File: src/msg_params.svh
`ifndef MSG_PARAMS_SVH
`define MSG_PARAMS_SVH

`define FN_READ         8'h03
`define FN_LOOP         8'h08
`define FN_WRITE        8'h10
`define FN_ERR_BIT      8'h80
`define ADDR_BCAST      8'h00
`define ADDR_MAX        8'h20
`define MAX_REGS        16'h0010
`define BCAST_REG_RUN   16'h0001
`define BCAST_REG_FREQ  16'h0002
`define CRC_PRESET      16'hffff
`define CRC_POLY_REFL   16'ha001
`define ERR_FUNC        8'h01
`define ERR_ADDR        8'h02
`define ERR_COUNT       8'h03
`define READ_REQ_LEN    5'd8
`define HDR_LEN         5'd6
// longest write byte count the 6-bit frame index can follow to its crc
`define RX_BCNT_LIMIT   8'd54
`define FIFO_DEPTH      4
`define IDLE_GAP_NS     875000
`define CLK_NS          25
`define IDLE_GAP_CYC    ((`IDLE_GAP_NS + `CLK_NS - 1) / `CLK_NS)

`endif

File: src/msg_pkg.sv
package msg_pkg;
    typedef struct packed {
        logic       valid;
        logic [7:0] data;
    } byte_t;

    typedef struct packed {
        logic        req;
        logic        wr;
        logic [15:0] addr;
        logic [15:0] wdata;
    } reg_req_t;

    typedef enum logic [2:0] {
        ST_RX, ST_DISCARD, ST_EXEC, ST_RESP_HDR, ST_RESP_DATA, ST_CRC_LO, ST_CRC_HI
    } state_t;
endpackage

File: src/byte_fifo.sv
`timescale 1ns/1ps
`default_nettype none
module byte_fifo #(
    parameter int WIDTH = 8,
    parameter int DEPTH = 4
) (
    // clock and reset
    input  wire logic             clk,
    input  wire logic             resetn,
    // fill side
    input  wire logic             in_valid,
    input  wire logic [WIDTH-1:0] in_data,
    output logic                  in_ready,
    // drain side
    output logic                  out_valid,
    output logic [WIDTH-1:0]      out_data,
    input  wire logic             out_ready
);
    localparam int AW = $clog2(DEPTH);

    typedef struct packed {
        logic [DEPTH-1:0][WIDTH-1:0] mem;
        logic [AW-1:0]               wp;
        logic [AW-1:0]               rp;
        logic [AW:0]                 cnt;
    } fifo_state_t;

    fifo_state_t s_q;
    fifo_state_t s_d;
    logic        push;
    logic        pop;

    assign in_ready  = (s_q.cnt != (AW+1)'(DEPTH));
    assign out_valid = (s_q.cnt != '0);
    assign out_data  = s_q.mem[s_q.rp];
    assign push      = in_valid & in_ready;
    assign pop       = out_valid & out_ready;

    always_comb begin
        s_d = s_q;
        if (push) begin
            s_d.mem[s_q.wp] = in_data;
            s_d.wp          = (s_q.wp == AW'(DEPTH - 1)) ? '0 : s_q.wp + 1'b1;
        end
        if (pop) begin
            s_d.rp = (s_q.rp == AW'(DEPTH - 1)) ? '0 : s_q.rp + 1'b1;
        end
        s_d.cnt = s_q.cnt + (AW+1)'(push) - (AW+1)'(pop);
    end

    always_ff @(posedge clk or negedge resetn) begin
        if (!resetn) begin
            s_q <= '0;
        end else begin
            s_q <= s_d;
        end
    end
endmodule
`default_nettype wire

File: src/msg_slave.sv
// Functional notes
// RQ1: read request is eight bytes, function 03
// RQ2: read reply echoes, byte count, values, crc
// RQ3: error reply: address, function|80, code, crc
// RQ4: write carries at most sixteen register words
// RQ5: write request layout with byte count field
// RQ6: write reply echoes start and count
// RQ7: broadcast writes only registers 0001, 0002
// RQ8: two-byte fields sent high byte first
// RQ9: address 00 to 20, never answer broadcast
// RQ10: crc16 reflected, preset ones, lsb first
// RQ11: only 03, 08, 10 accepted, else error
// RQ12: master checks crc of each reply
// RQ13: crc sent low byte then high byte
`include "msg_params.svh"
`timescale 1ns/1ps
`default_nettype none
module msg_slave #(
    parameter int          IDLE_CYC = `IDLE_GAP_CYC,
    parameter logic [7:0]  MY_ADDR  = 8'h01
) (
    // clock and reset
    input  wire logic             clk,
    input  wire logic             resetn,
    // received bytes from the line receiver
    input  wire msg_pkg::byte_t   rx,
    // bytes toward the line transmitter
    output logic                  tx_valid,
    output logic [7:0]            tx_data,
    input  wire logic             tx_ready,
    // register port of the device
    output msg_pkg::reg_req_t     reg_req,
    input  wire logic [15:0]      reg_rdata
);
    import msg_pkg::*;

    typedef struct packed {
        state_t      st;
        logic [5:0]  idx;
        logic [7:0]  addr;
        logic [7:0]  fn;
        logic [15:0] start;
        logic [15:0] count;
        logic [7:0]  bcnt;
        logic [7:0]  err;
        logic [15:0] crc;
        logic [15:0] wptr;
        logic [7:0]  hi;
        logic [21:0] idle;
        logic [15:0] rword;
        logic        rhalf;
        logic        push;
        logic [7:0]  pbyte;
        reg_req_t    rq;
    } core_t;

    core_t      s_q;
    core_t      s_d;
    logic       f_ready;
    logic       f_valid;
    logic [7:0] f_data;
    logic [5:0] need;
    logic [5:0] resp_len;
    logic       f_take;
    logic       bcast_ok;
    logic       wr_ok;

    function automatic logic [15:0] crc_step(input logic [15:0] c, input logic [7:0] b);
        logic [15:0] r;
        r = c ^ {8'h00, b};
        for (int i = 0; i < 8; i++) begin
            r = r[0] ? ((r >> 1) ^ `CRC_POLY_REFL) : (r >> 1);  // [RQ10]
        end
        return r;
    endfunction

    // total request length once the header fields are known
    always_comb begin
        need = 6'(`READ_REQ_LEN);  // [RQ1]
        if (s_q.fn == `FN_WRITE) begin
            need = 6'(7) + s_q.bcnt[5:0] + 6'd2;  // [RQ5]
        end
    end

    // the fifo pops only when the output register really takes its head,
    // otherwise a stalled line would lose the byte at the fifo head
    assign f_take = !tx_valid || tx_ready;

    // start is bounded first so the end-of-range sum cannot wrap
    assign bcast_ok = (s_q.start >= `BCAST_REG_RUN) && (s_q.start <= `BCAST_REG_FREQ)
                      && (s_q.count <= `BCAST_REG_FREQ + 16'd1 - s_q.start);  // [RQ7]

    // writes leave before the crc is known, so the frame must be legal to write at all
    assign wr_ok = (s_q.count <= `MAX_REGS)
                   && (s_q.addr != `ADDR_BCAST || bcast_ok);  // [RQ4] [RQ7]

    byte_fifo #(.WIDTH(8), .DEPTH(`FIFO_DEPTH)) u_fifo (
        .clk       (clk),
        .resetn    (resetn),
        .in_valid  (s_q.push),
        .in_data   (s_q.pbyte),
        .in_ready  (f_ready),
        .out_valid (f_valid),
        .out_data  (f_data),
        .out_ready (f_take)
    );

    // header length for the reply before its data or crc
    always_comb begin
        resp_len = 6'd6;  // [RQ6]
        if (s_q.err != 8'h00) begin
            resp_len = 6'd3;  // [RQ3]
        end else if (s_q.fn == `FN_READ) begin
            resp_len = 6'd3;  // [RQ2]
        end
    end

    always_comb begin
        s_d          = s_q;
        s_d.push     = 1'b0;
        s_d.rq.req   = 1'b0;
        if (s_q.push && !f_ready) begin
            s_d.push = 1'b1;
        end
        case (s_q.st)
            ST_RX, ST_DISCARD: begin
                if (rx.valid) begin
                    s_d.idle = '0;
                end else if (s_q.idle != 22'(IDLE_CYC)) begin
                    s_d.idle = s_q.idle + 22'd1;
                end
                // a line gap ends any partial frame
                if (!rx.valid && s_q.idle == 22'(IDLE_CYC) - 22'd1) begin
                    s_d.st  = ST_RX;
                    s_d.idx = '0;
                    s_d.crc = `CRC_PRESET;
                end
                if (rx.valid && s_q.st == ST_RX) begin
                    s_d.idx = s_q.idx + 6'd1;
                    if (s_q.idx < need - 6'd2) begin
                        s_d.crc = crc_step(s_q.crc, rx.data);
                    end
                    case (s_q.idx)
                        6'd0: begin
                            s_d.addr = rx.data;
                            s_d.err  = 8'h00;
                            s_d.bcnt = 8'h00;
                            if (rx.data != MY_ADDR && rx.data != `ADDR_BCAST) begin  // [RQ9]
                                s_d.st = ST_DISCARD;
                            end
                        end
                        6'd1: s_d.fn = rx.data;
                        6'd2: s_d.start[15:8] = rx.data;  // [RQ8]
                        6'd3: s_d.start[7:0]  = rx.data;
                        6'd4: s_d.count[15:8] = rx.data;
                        6'd5: s_d.count[7:0]  = rx.data;
                        6'd6: begin
                            if (s_q.fn == `FN_WRITE) begin
                                s_d.bcnt = rx.data;
                                // a count the frame index cannot follow is dropped unanswered;
                                // a shorter over-range count runs on and gets an error reply
                                if (rx.data != s_q.count[6:0] * 7'd2
                                    || rx.data > `RX_BCNT_LIMIT) begin
                                    s_d.st = ST_DISCARD;
                                end
                            end
                        end
                        default: ;
                    endcase
                    if (s_q.fn == `FN_WRITE && s_q.idx >= 6'd7 && s_q.idx < need - 6'd2) begin
                        s_d.hi = rx.data;
                    end else if (s_q.idx == need - 6'd2) begin
                        s_d.hi = rx.data;
                    end
                    if (s_q.idx == need - 6'd1 && s_q.idx >= 6'(`READ_REQ_LEN) - 6'd1) begin
                        // crc arrives low byte first
                        if ({rx.data, s_q.hi} == s_q.crc) begin  // [RQ13]
                            s_d.st   = ST_EXEC;
                            s_d.idx  = '0;
                            s_d.wptr = s_q.start;
                        end else begin
                            s_d.st = ST_DISCARD;
                        end
                    end
                end
            end
            ST_EXEC: begin
                s_d.idx = '0;
                s_d.crc = `CRC_PRESET;
                if (s_q.fn != `FN_READ && s_q.fn != `FN_WRITE && s_q.fn != `FN_LOOP) begin
                    s_d.err = `ERR_FUNC;  // [RQ11]
                end else if (s_q.count == 16'h0000 || s_q.count > `MAX_REGS) begin
                    s_d.err = `ERR_COUNT;  // [RQ4]
                end else if (s_q.addr == `ADDR_BCAST && s_q.fn == `FN_WRITE && !bcast_ok) begin
                    s_d.err = `ERR_ADDR;  // [RQ7]
                end
                s_d.st = ST_RESP_HDR;
                if (s_q.addr == `ADDR_BCAST) begin
                    s_d.st = ST_DISCARD;  // [RQ9]
                end
            end
            default: ;
        endcase
        // reply bytes pass through the fifo; a full fifo stalls the sequencer
        if (!s_d.push) begin
            case (s_q.st)
                ST_RESP_HDR: begin
                    s_d.push = 1'b1;
                    case (s_q.idx)
                        6'd0: s_d.pbyte = s_q.addr;
                        6'd1: s_d.pbyte = (s_q.err != 8'h00) ? (s_q.fn | `FN_ERR_BIT) : s_q.fn;
                        6'd2: s_d.pbyte = (s_q.err != 8'h00) ? s_q.err
                                        : (s_q.fn == `FN_READ) ? s_q.count[6:0] * 8'd2
                                        : s_q.start[15:8];  // [RQ2] [RQ3]
                        6'd3: s_d.pbyte = s_q.start[7:0];
                        6'd4: s_d.pbyte = s_q.count[15:8];  // [RQ8]
                        default: s_d.pbyte = s_q.count[7:0];
                    endcase
                    s_d.crc = crc_step(s_q.crc, s_d.pbyte);  // [RQ10]
                    s_d.idx = s_q.idx + 6'd1;
                    if (s_q.idx == resp_len - 6'd1) begin
                        s_d.idx   = '0;
                        s_d.rhalf = 1'b0;
                        s_d.st    = (s_q.err == 8'h00 && s_q.fn == `FN_READ) ? ST_RESP_DATA
                                                                               : ST_CRC_LO;
                        s_d.rq = '{req: (s_q.err == 8'h00 && s_q.fn == `FN_READ),
                                   wr: 1'b0, addr: s_q.wptr, wdata: 16'h0000};
                    end
                end
                ST_RESP_DATA: begin
                    if (s_q.rhalf) begin
                        s_d.push  = 1'b1;
                        s_d.pbyte = s_q.rhalf && s_q.idx[0] ? s_q.rword[7:0] : s_q.rword[15:8];
                        s_d.crc   = crc_step(s_q.crc, s_d.pbyte);
                        s_d.idx   = s_q.idx + 6'd1;
                        if (s_q.idx[0]) begin
                            s_d.rhalf = 1'b0;
                            s_d.wptr  = s_q.wptr + 16'd1;
                            if (s_q.idx == 6'(s_q.count[5:0] * 6'd2) - 6'd1) begin
                                s_d.st = ST_CRC_LO;
                            end else begin
                                s_d.rq = '{req: 1'b1, wr: 1'b0, addr: s_q.wptr + 16'd1,
                                           wdata: 16'h0000};
                            end
                        end
                    end else if (!s_q.rq.req) begin
                        s_d.rword = reg_rdata;  // value sent high byte first [RQ8]
                        s_d.rhalf = 1'b1;
                    end
                end
                ST_CRC_LO: begin
                    s_d.push  = 1'b1;
                    s_d.pbyte = s_q.crc[7:0];  // [RQ13]
                    s_d.st    = ST_CRC_HI;
                end
                ST_CRC_HI: begin
                    s_d.push  = 1'b1;
                    s_d.pbyte = s_q.crc[15:8];
                    s_d.st    = ST_DISCARD;
                end
                default: ;
            endcase
        end
        // register writes are issued as each word completes, before the crc is known
        if (s_q.st == ST_RX && rx.valid && s_q.fn == `FN_WRITE && s_q.idx >= 6'd8
            && s_q.idx < need - 6'd2 && s_q.idx[0] == 1'b0 && wr_ok) begin
            s_d.rq = '{req: 1'b1, wr: 1'b1,
                       addr: s_q.start + 16'((s_q.idx - 6'd8) >> 1),
                       wdata: {s_q.hi, rx.data}};  // [RQ5] [RQ8]
        end
    end

    always_ff @(posedge clk or negedge resetn) begin
        if (!resetn) begin
            s_q     <= '0;
            s_q.crc <= `CRC_PRESET;
        end else begin
            s_q <= s_d;
        end
    end

    always_ff @(posedge clk or negedge resetn) begin
        if (!resetn) begin
            tx_valid <= 1'b0;
            tx_data  <= 8'h00;
            reg_req  <= '0;
        end else begin
            if (f_take) begin
                tx_valid <= f_valid;
                tx_data  <= f_data;
            end
            reg_req <= s_d.rq;
        end
    end
endmodule
`default_nettype wire

File: config.mk
export PLATFORM = sky130hd
export DESIGN_NAME = msg_slave
export DESIGN_NICKNAME = d
export VERILOG_FILES = /design/src/msg_pkg.sv /design/src/byte_fifo.sv /design/src/msg_slave.sv
export VERILOG_INCLUDE_DIRS = /design/src
export SDC_FILE = /design/constraint.sdc
export NUM_CORES = 1
export LEC_CHECK = 0
export BUFFER_PORTS_ARGS = -buffer_cell sky130_fd_sc_hd__clkbuf_2
export CAP_MARGIN = 20
export CORE_MARGIN = 5
export CORE_UTILIZATION = 37
export CTS_BUF_LIST = sky130_fd_sc_hd__clkbuf_8
export DETAILED_ROUTE_END_ITERATION = 6
export MAX_ROUTING_LAYER = met4
export PLACE_DENSITY = 0.62
export SLEW_MARGIN = 25
export SYNTH_ARGS = -nofsm -noshare
export SYNTH_HDL_FRONTEND = slang
export SYNTH_SLANG_ARGS = --single-unit
export TNS_END_PERCENT = 1
File: constraint.sdc
create_clock -name clk -period 4.8 [get_ports clk]
set_clock_uncertainty 0.15 [all_clocks]
set_input_delay 0.96 -clock clk [delete_from_list [all_inputs] [get_ports clk]]
set_output_delay 0.96 -clock clk [all_outputs]
set_load 0.01 [all_outputs]
# Word level (Yosys, flattened, before mapping)
# Cells that the tools add are included.
totals:
  reg_bits: 243
  input_bits: 28
  out_inout_bits: 43
  wordCells: 296
classes:
  addsub: 16
  n_lt_le_gt_ge: 12
  eq_ne: 40
  muxes: 103
  bitwise: 33
  reduce_logical: 61
ops:
  columns: ["cell", "count"]
  rows:
  - ["$mux 16", 31]
  - ["$mux 8", 21]
  - ["$mux 34", 4]
  - ["$mux 113", 1]
  - ["$mux 43", 2]
  - ["$not 2->3", 24]
  - ["$pmux 34 s2", 1]
  - ["$mux 32", 2]
  - ["$mux 9", 6]
  - ["$pmux 24 s2", 1]
  - ["$xor 16x8->16", 3]
  - ["$mux 46", 1]
  - ["$mux 22", 2]
  - ["$pmux 8 s5", 1]
  - ["$pmux 9 s4", 1]
  - ["$bwmux 32", 1]
  - ["$pmux 16 s2", 1]
  - ["$reduce_and 3->1", 9]
  - ["$eq 6x6->1", 4]
  - ["$reduce_bool 8->1", 3]
  - ["$add 22x1->22 const B", 1]
  - ["$eq 22x16->1 const B", 1]
  - ["$logic_and 1x1->1", 22]
  - ["$ne 22x16->1 const B", 1]
  - ["69 further kinds", 121]

# Longest topological paths before layout
logic_depth:
  ltp_word: 25
  mapped_depth: 23
  ltp_nobuf: 19

# Modules after synthesis
# From an unflattened synthesis, not the netlist that was laid out.
hier_totals:
  cells_unflattened: 1689
  hier_area_um2: 16143.0
by_module_without_submodules:
  columns: ["module", "instances", "cells_each", "area_each_um2", "seq_area_each_um2"]
  rows:
  - ["msg_slave", 1, 1449, 13457.9, 4924.7]
  - ["byte_fifo", 1, 240, 2685.1, 975.9]

# Worst setup path after synthesis
# OpenSTA, ideal clock, no wires.
synth_path:
  path_kind: "register -> register"
  startpoint: "register s_q[172] in the netlist's numbering"
  endpoint: "register reg_req[7] in the netlist's numbering"
  t_arrival_ns: 4.466
  t_required_ns: 4.584
  slack_ns: 0.118
  path_stages_with_launch: 22
  path_cell_list: "dfrtp_1 or4_4 nor3_1 clkbuf_1 nand2_1 ha_1 clkbuf_1 nor2b_1 a32oi_1 xnor2_1 nand2_1 ha_1 nand4_1 nor2_1 a211oi_1 nand2_1 nor3_1 nor2b_1 clkbuf_1 clkbuf_1 nand2_1 nand2_1"
synth_via:
  elab_chain_cells: 9
  elab_cells_between_ends: 22
  classes_between: "add/sub: 2; order compare: 1; eq/ne: 8; mux: 4; reduce/logical: 7"
synth_lines:
  columns: ["element", "line_no", "rtl"]
  rows:
  - ["start: declaration", "msg_slave.sv:57", "core_t s_q;"]
  - ["$eq 8x5->1 (no line)", null, null]
  - ["$mux 6", "msg_slave.sv:80", "if (s_q.fn == `FN_WRITE) begin"]
  - ["$sub 6x2->6", "msg_slave.sv:266", "&& s_q.idx < need - 6'd2 && s_q.idx[0] == 1'b0 && wr_ok) begin"]
  - ["$lt 6x6->1", "msg_slave.sv:266", null]
  - ["$logic_and 1x1->1 (3 in series)", "msg_slave.sv:265", "if (s_q.st == ST_RX && rx.valid && s_q.fn == `FN_WRITE && s_q.idx >= 6'd8"]
  - ["$ne 3x3->1 (no line) (tied with other cells)", null, null]
  - ["$reduce_and 6->1 (no line)", null, null]
  - ["end signal: assignment", "msg_slave.sv:292", "reg_req <= s_d.rq;"]
  - ["end: declaration", "msg_slave.sv:32", "output msg_pkg::reg_req_t reg_req,"]
# Several ways; a longest one is shown, not always the timed one.
# A chain may end at the register's enable or synchronous reset.

==> flow_metrics.py <==
metrics = {
    "floorplanning": {
        "core_um2": 40700,
        "fp-row-count": 74,
        "dieArea_um2": 45300,
        "die_h_um": 213,
        "die_w_um": 213,
        "initial_core_util": 0.374,
        "io_pins": 71,
    },
    "drt": {
        "dr.pass1.iters": 5,
        "ant_nets": 0,
        "wl_per_cell_um": 20.0,
        "drt_iter0_markers": 1006,
        "vias_per_cell": 5.66,
        "drc_errors": 0,
        "vias": 12405,
        "wirelength_um": 43800,
    },
    "placed_design": {
        "dpl-instance-area_um2": 15900,
        "dp.cells": 2110,
        "io_buffers": 70,
        "place_congestion": 0.969,
        "hpwl_um": 31200,
    },
    "hold_path": {
        "hold_path_class": "in2async",
    },
    "clock_tree": {
        "clkTransAtPathRegs_ps": 60,
        "clkLatencyLatePin_ps": 600,
        "cts_max_path_buffers": 3,
        "postCtsSetupBuffers": 0,
        "cts_max_level": 2,
        "numCtsBuffers": 44,
        "cts_tree": "built",
        "clock-sinks": 235,
        "root_buffer": "clkbuf_8",
        "cts_hold_buf": 0,
    },
    "logic_synthesis": {
        "synth_nets": 1703,
        "synth_area_um2": 15200,
        "avgSynthCellArea_um2": 9.45,
        "synthFlopType": "dfrtp_1",
        "ys_types": 83,
        "async_flop_share": 1.00,
        "ys_ff_latch": 235,
        "synth_cells": 1611,
        "yosysWarningCount": 0,
        "synth-edff-count": 0,
        "ys_seq_area_frac": 0.388,
    },
    "grt": {
        "antenna_found_initial": 0,
        "grt.overflow.total": 0,
        "grt_usage": 0.199,
        "grt_max_degree": 91,
        "grt_pass1_vias": 12187,
        "grt_pass1_wl_um": 69600,
    },
    "final_layout": {
        "num-fill-cells": 3971,
        "layout-drive-gt1-share": 0.217,
        "layout_common_cells": "219 x dfrtp_1, 165 x nand2_1, 116 x mux2_2",
        "num-nets-final": 1716,
        "design_area_um2": 16900,
        "syn2layout_area_growth_pct": 11.1,
        "diodes": 0,
        "final_common_cell": "dfrtp_1",
        "stdcell_count": 2190,
    },
    "run": {
        "maxCapViolations": 0,
    },
    "sta": {
        "relSlewSlack": 0.427,
        "drv_slew": 0,
        "max_freq_mhz": 226,
        "hold_viol": 0,
        "rsz0062_at_grt": "no",
        "setup_viol": 0,
        "fin_crit_sh": 0.921,
        "tns_ps": 0,
        "finalCriticalPeriod_ps": 4420,
        "worstMarginPinSlew_ps": 857,
    },
    "pwr": {
        "p_leak_nw": 7.57,
        "vdd_drop_max_mv": 0.422,
        "powerDensity_nw_per_um2": 673,
    },
    "run_status": {
        "outcome": "completed",
    },
    "critical_path": {
        "crit_required_ps": 5160,
        "ff2ff_path_depth": 11,
        "worstSetupStartpointType": "register",
        "crit_fanout": 16,
        "cp-end-kind": "register",
        "critPathKind": "reg2reg",
        "arrival_ps": 4780,
    },
}
## power breakdown
part,internal [mW],switching (mW)
registers,2.64,0.861
logic,2.77,3.04
clock network,1.19,0.881
total,6.60,4.78
## routing by layer
metal / up-vias / track usage / part of all wire
met5: - / - / 0
met4: 0 / 0.0739 / 0.031
met3: 89 / 0.0325 / 0.062
met2: 417 / 0.302 / 0.46
met1: 6089 / 0.270 / 0.45
li1: 5810 / - / -
## critical path: stages (launching register included)
cell and delay (ps):
dfrtp_1 540, inv_1 230, ha_1 560, a32oi_1 370, a2111oi_0 670, o21a_1 380, xnor3_1 320, xnor2_2 260
xnor3_1 380, and3_1 190, o32ai_1 140, nand3_1 120
## logic make-up (layout without fill, tap and decap cells)
group / after synthesis / count (layout) / synth area share
AO/OA/AOI/OAI: 347 / 347 / 0.153
XOR/XNOR: 134 / 134 / 0.0814
adder cells (fa/ha/maj): 64 / 64 / 0.0536
buffers and inverters: 188 / 235 / 0.0554
flip-flops: 235 / 235 / 0.388
multiplexers: 142 / 142 / 0.110
AND/OR/NAND/NOR: 501 / 501 / 0.159
## registers in the layout, summed over array words and instances, names as in the netlist
name	cells
reg_req	34
s_q	153
tx_data	8
tx_valid	1
u_fifo.s_q	39
## worst paths after layout
check,to,slack (ps),startpoint
worst min register to register,u_fifo.s_q[30],330,u_fifo.s_q[30]
worst max-delay path,s_q[106],380,s_q[187]
worst min-delay path,tx_data[4],210,resetn
min in group clk,u_fifo.s_q[30],330,u_fifo.s_q[30]
max in group asynchronous,s_q[121],3260,resetn
worst max register to register,s_q[106],380,s_q[187]
## cell usage after synthesis, types with 11 or more instances
master	count	share of area
mux2i_1	16	0.011
and3_1	17	0.0070
nand2_1	165	0.041
buf_4	34	0.017
a21oi_1	83	0.027
o21ai_0	82	0.027
xor2_1	53	0.030
a31oi_1	13	0.0053
dfstp_2	16	0.028
inv_1	43	0.011
o221ai_1	13	0.0075
a22oi_1	12	0.0059
or3_1	11	0.0045
nor4_1	21	0.0086
nand2b_1	11	0.0045
a22o_1	16	0.0092
a21o_1	14	0.0069
ha_1	62	0.051
nand3_1	74	0.024
nand4_1	20	0.0082
nor3_1	45	0.015
xnor2_1	76	0.044
dfrtp_1	219	0.36
o22ai_1	14	0.0058
nor2_1	86	0.021
mux2_2	116	0.086
o221a_2	12	0.0089
clkbuf_1	102	0.025
## per-stage QoR
stage,worst slack (ps),hold slack (ps),power [mW],utilization
6_report,380,209,11.4,0.415
5_1_grt,31.1,264,12.2,0.415
4_1_cts,149,239,11.4,0.414
3_3_place_gp,325,307,9.09,0.391
2_1_floorplan,118,295,7.77,-
3_5_place_dp,166,319,9.23,0.391
## layout make-up
type                       instances  area (um^2)  share of cell area
multi-input combinational       1188         8540               0.505
sequential                       235         5900               0.349
clock buffer                      58          798              0.0472
timing repair buffer             110          693              0.0410
tap                              532          666              0.0394
inverter                          45          169             0.00999
clock inverter                    22          144             0.00851
## repair_timing
item	4_1_cts	5_1_grt
endpoints found under the hold margin	0	0
gates resized for setup	0	4
setup endpoints to repair	0	40
(Power assumes the default switching activity.)
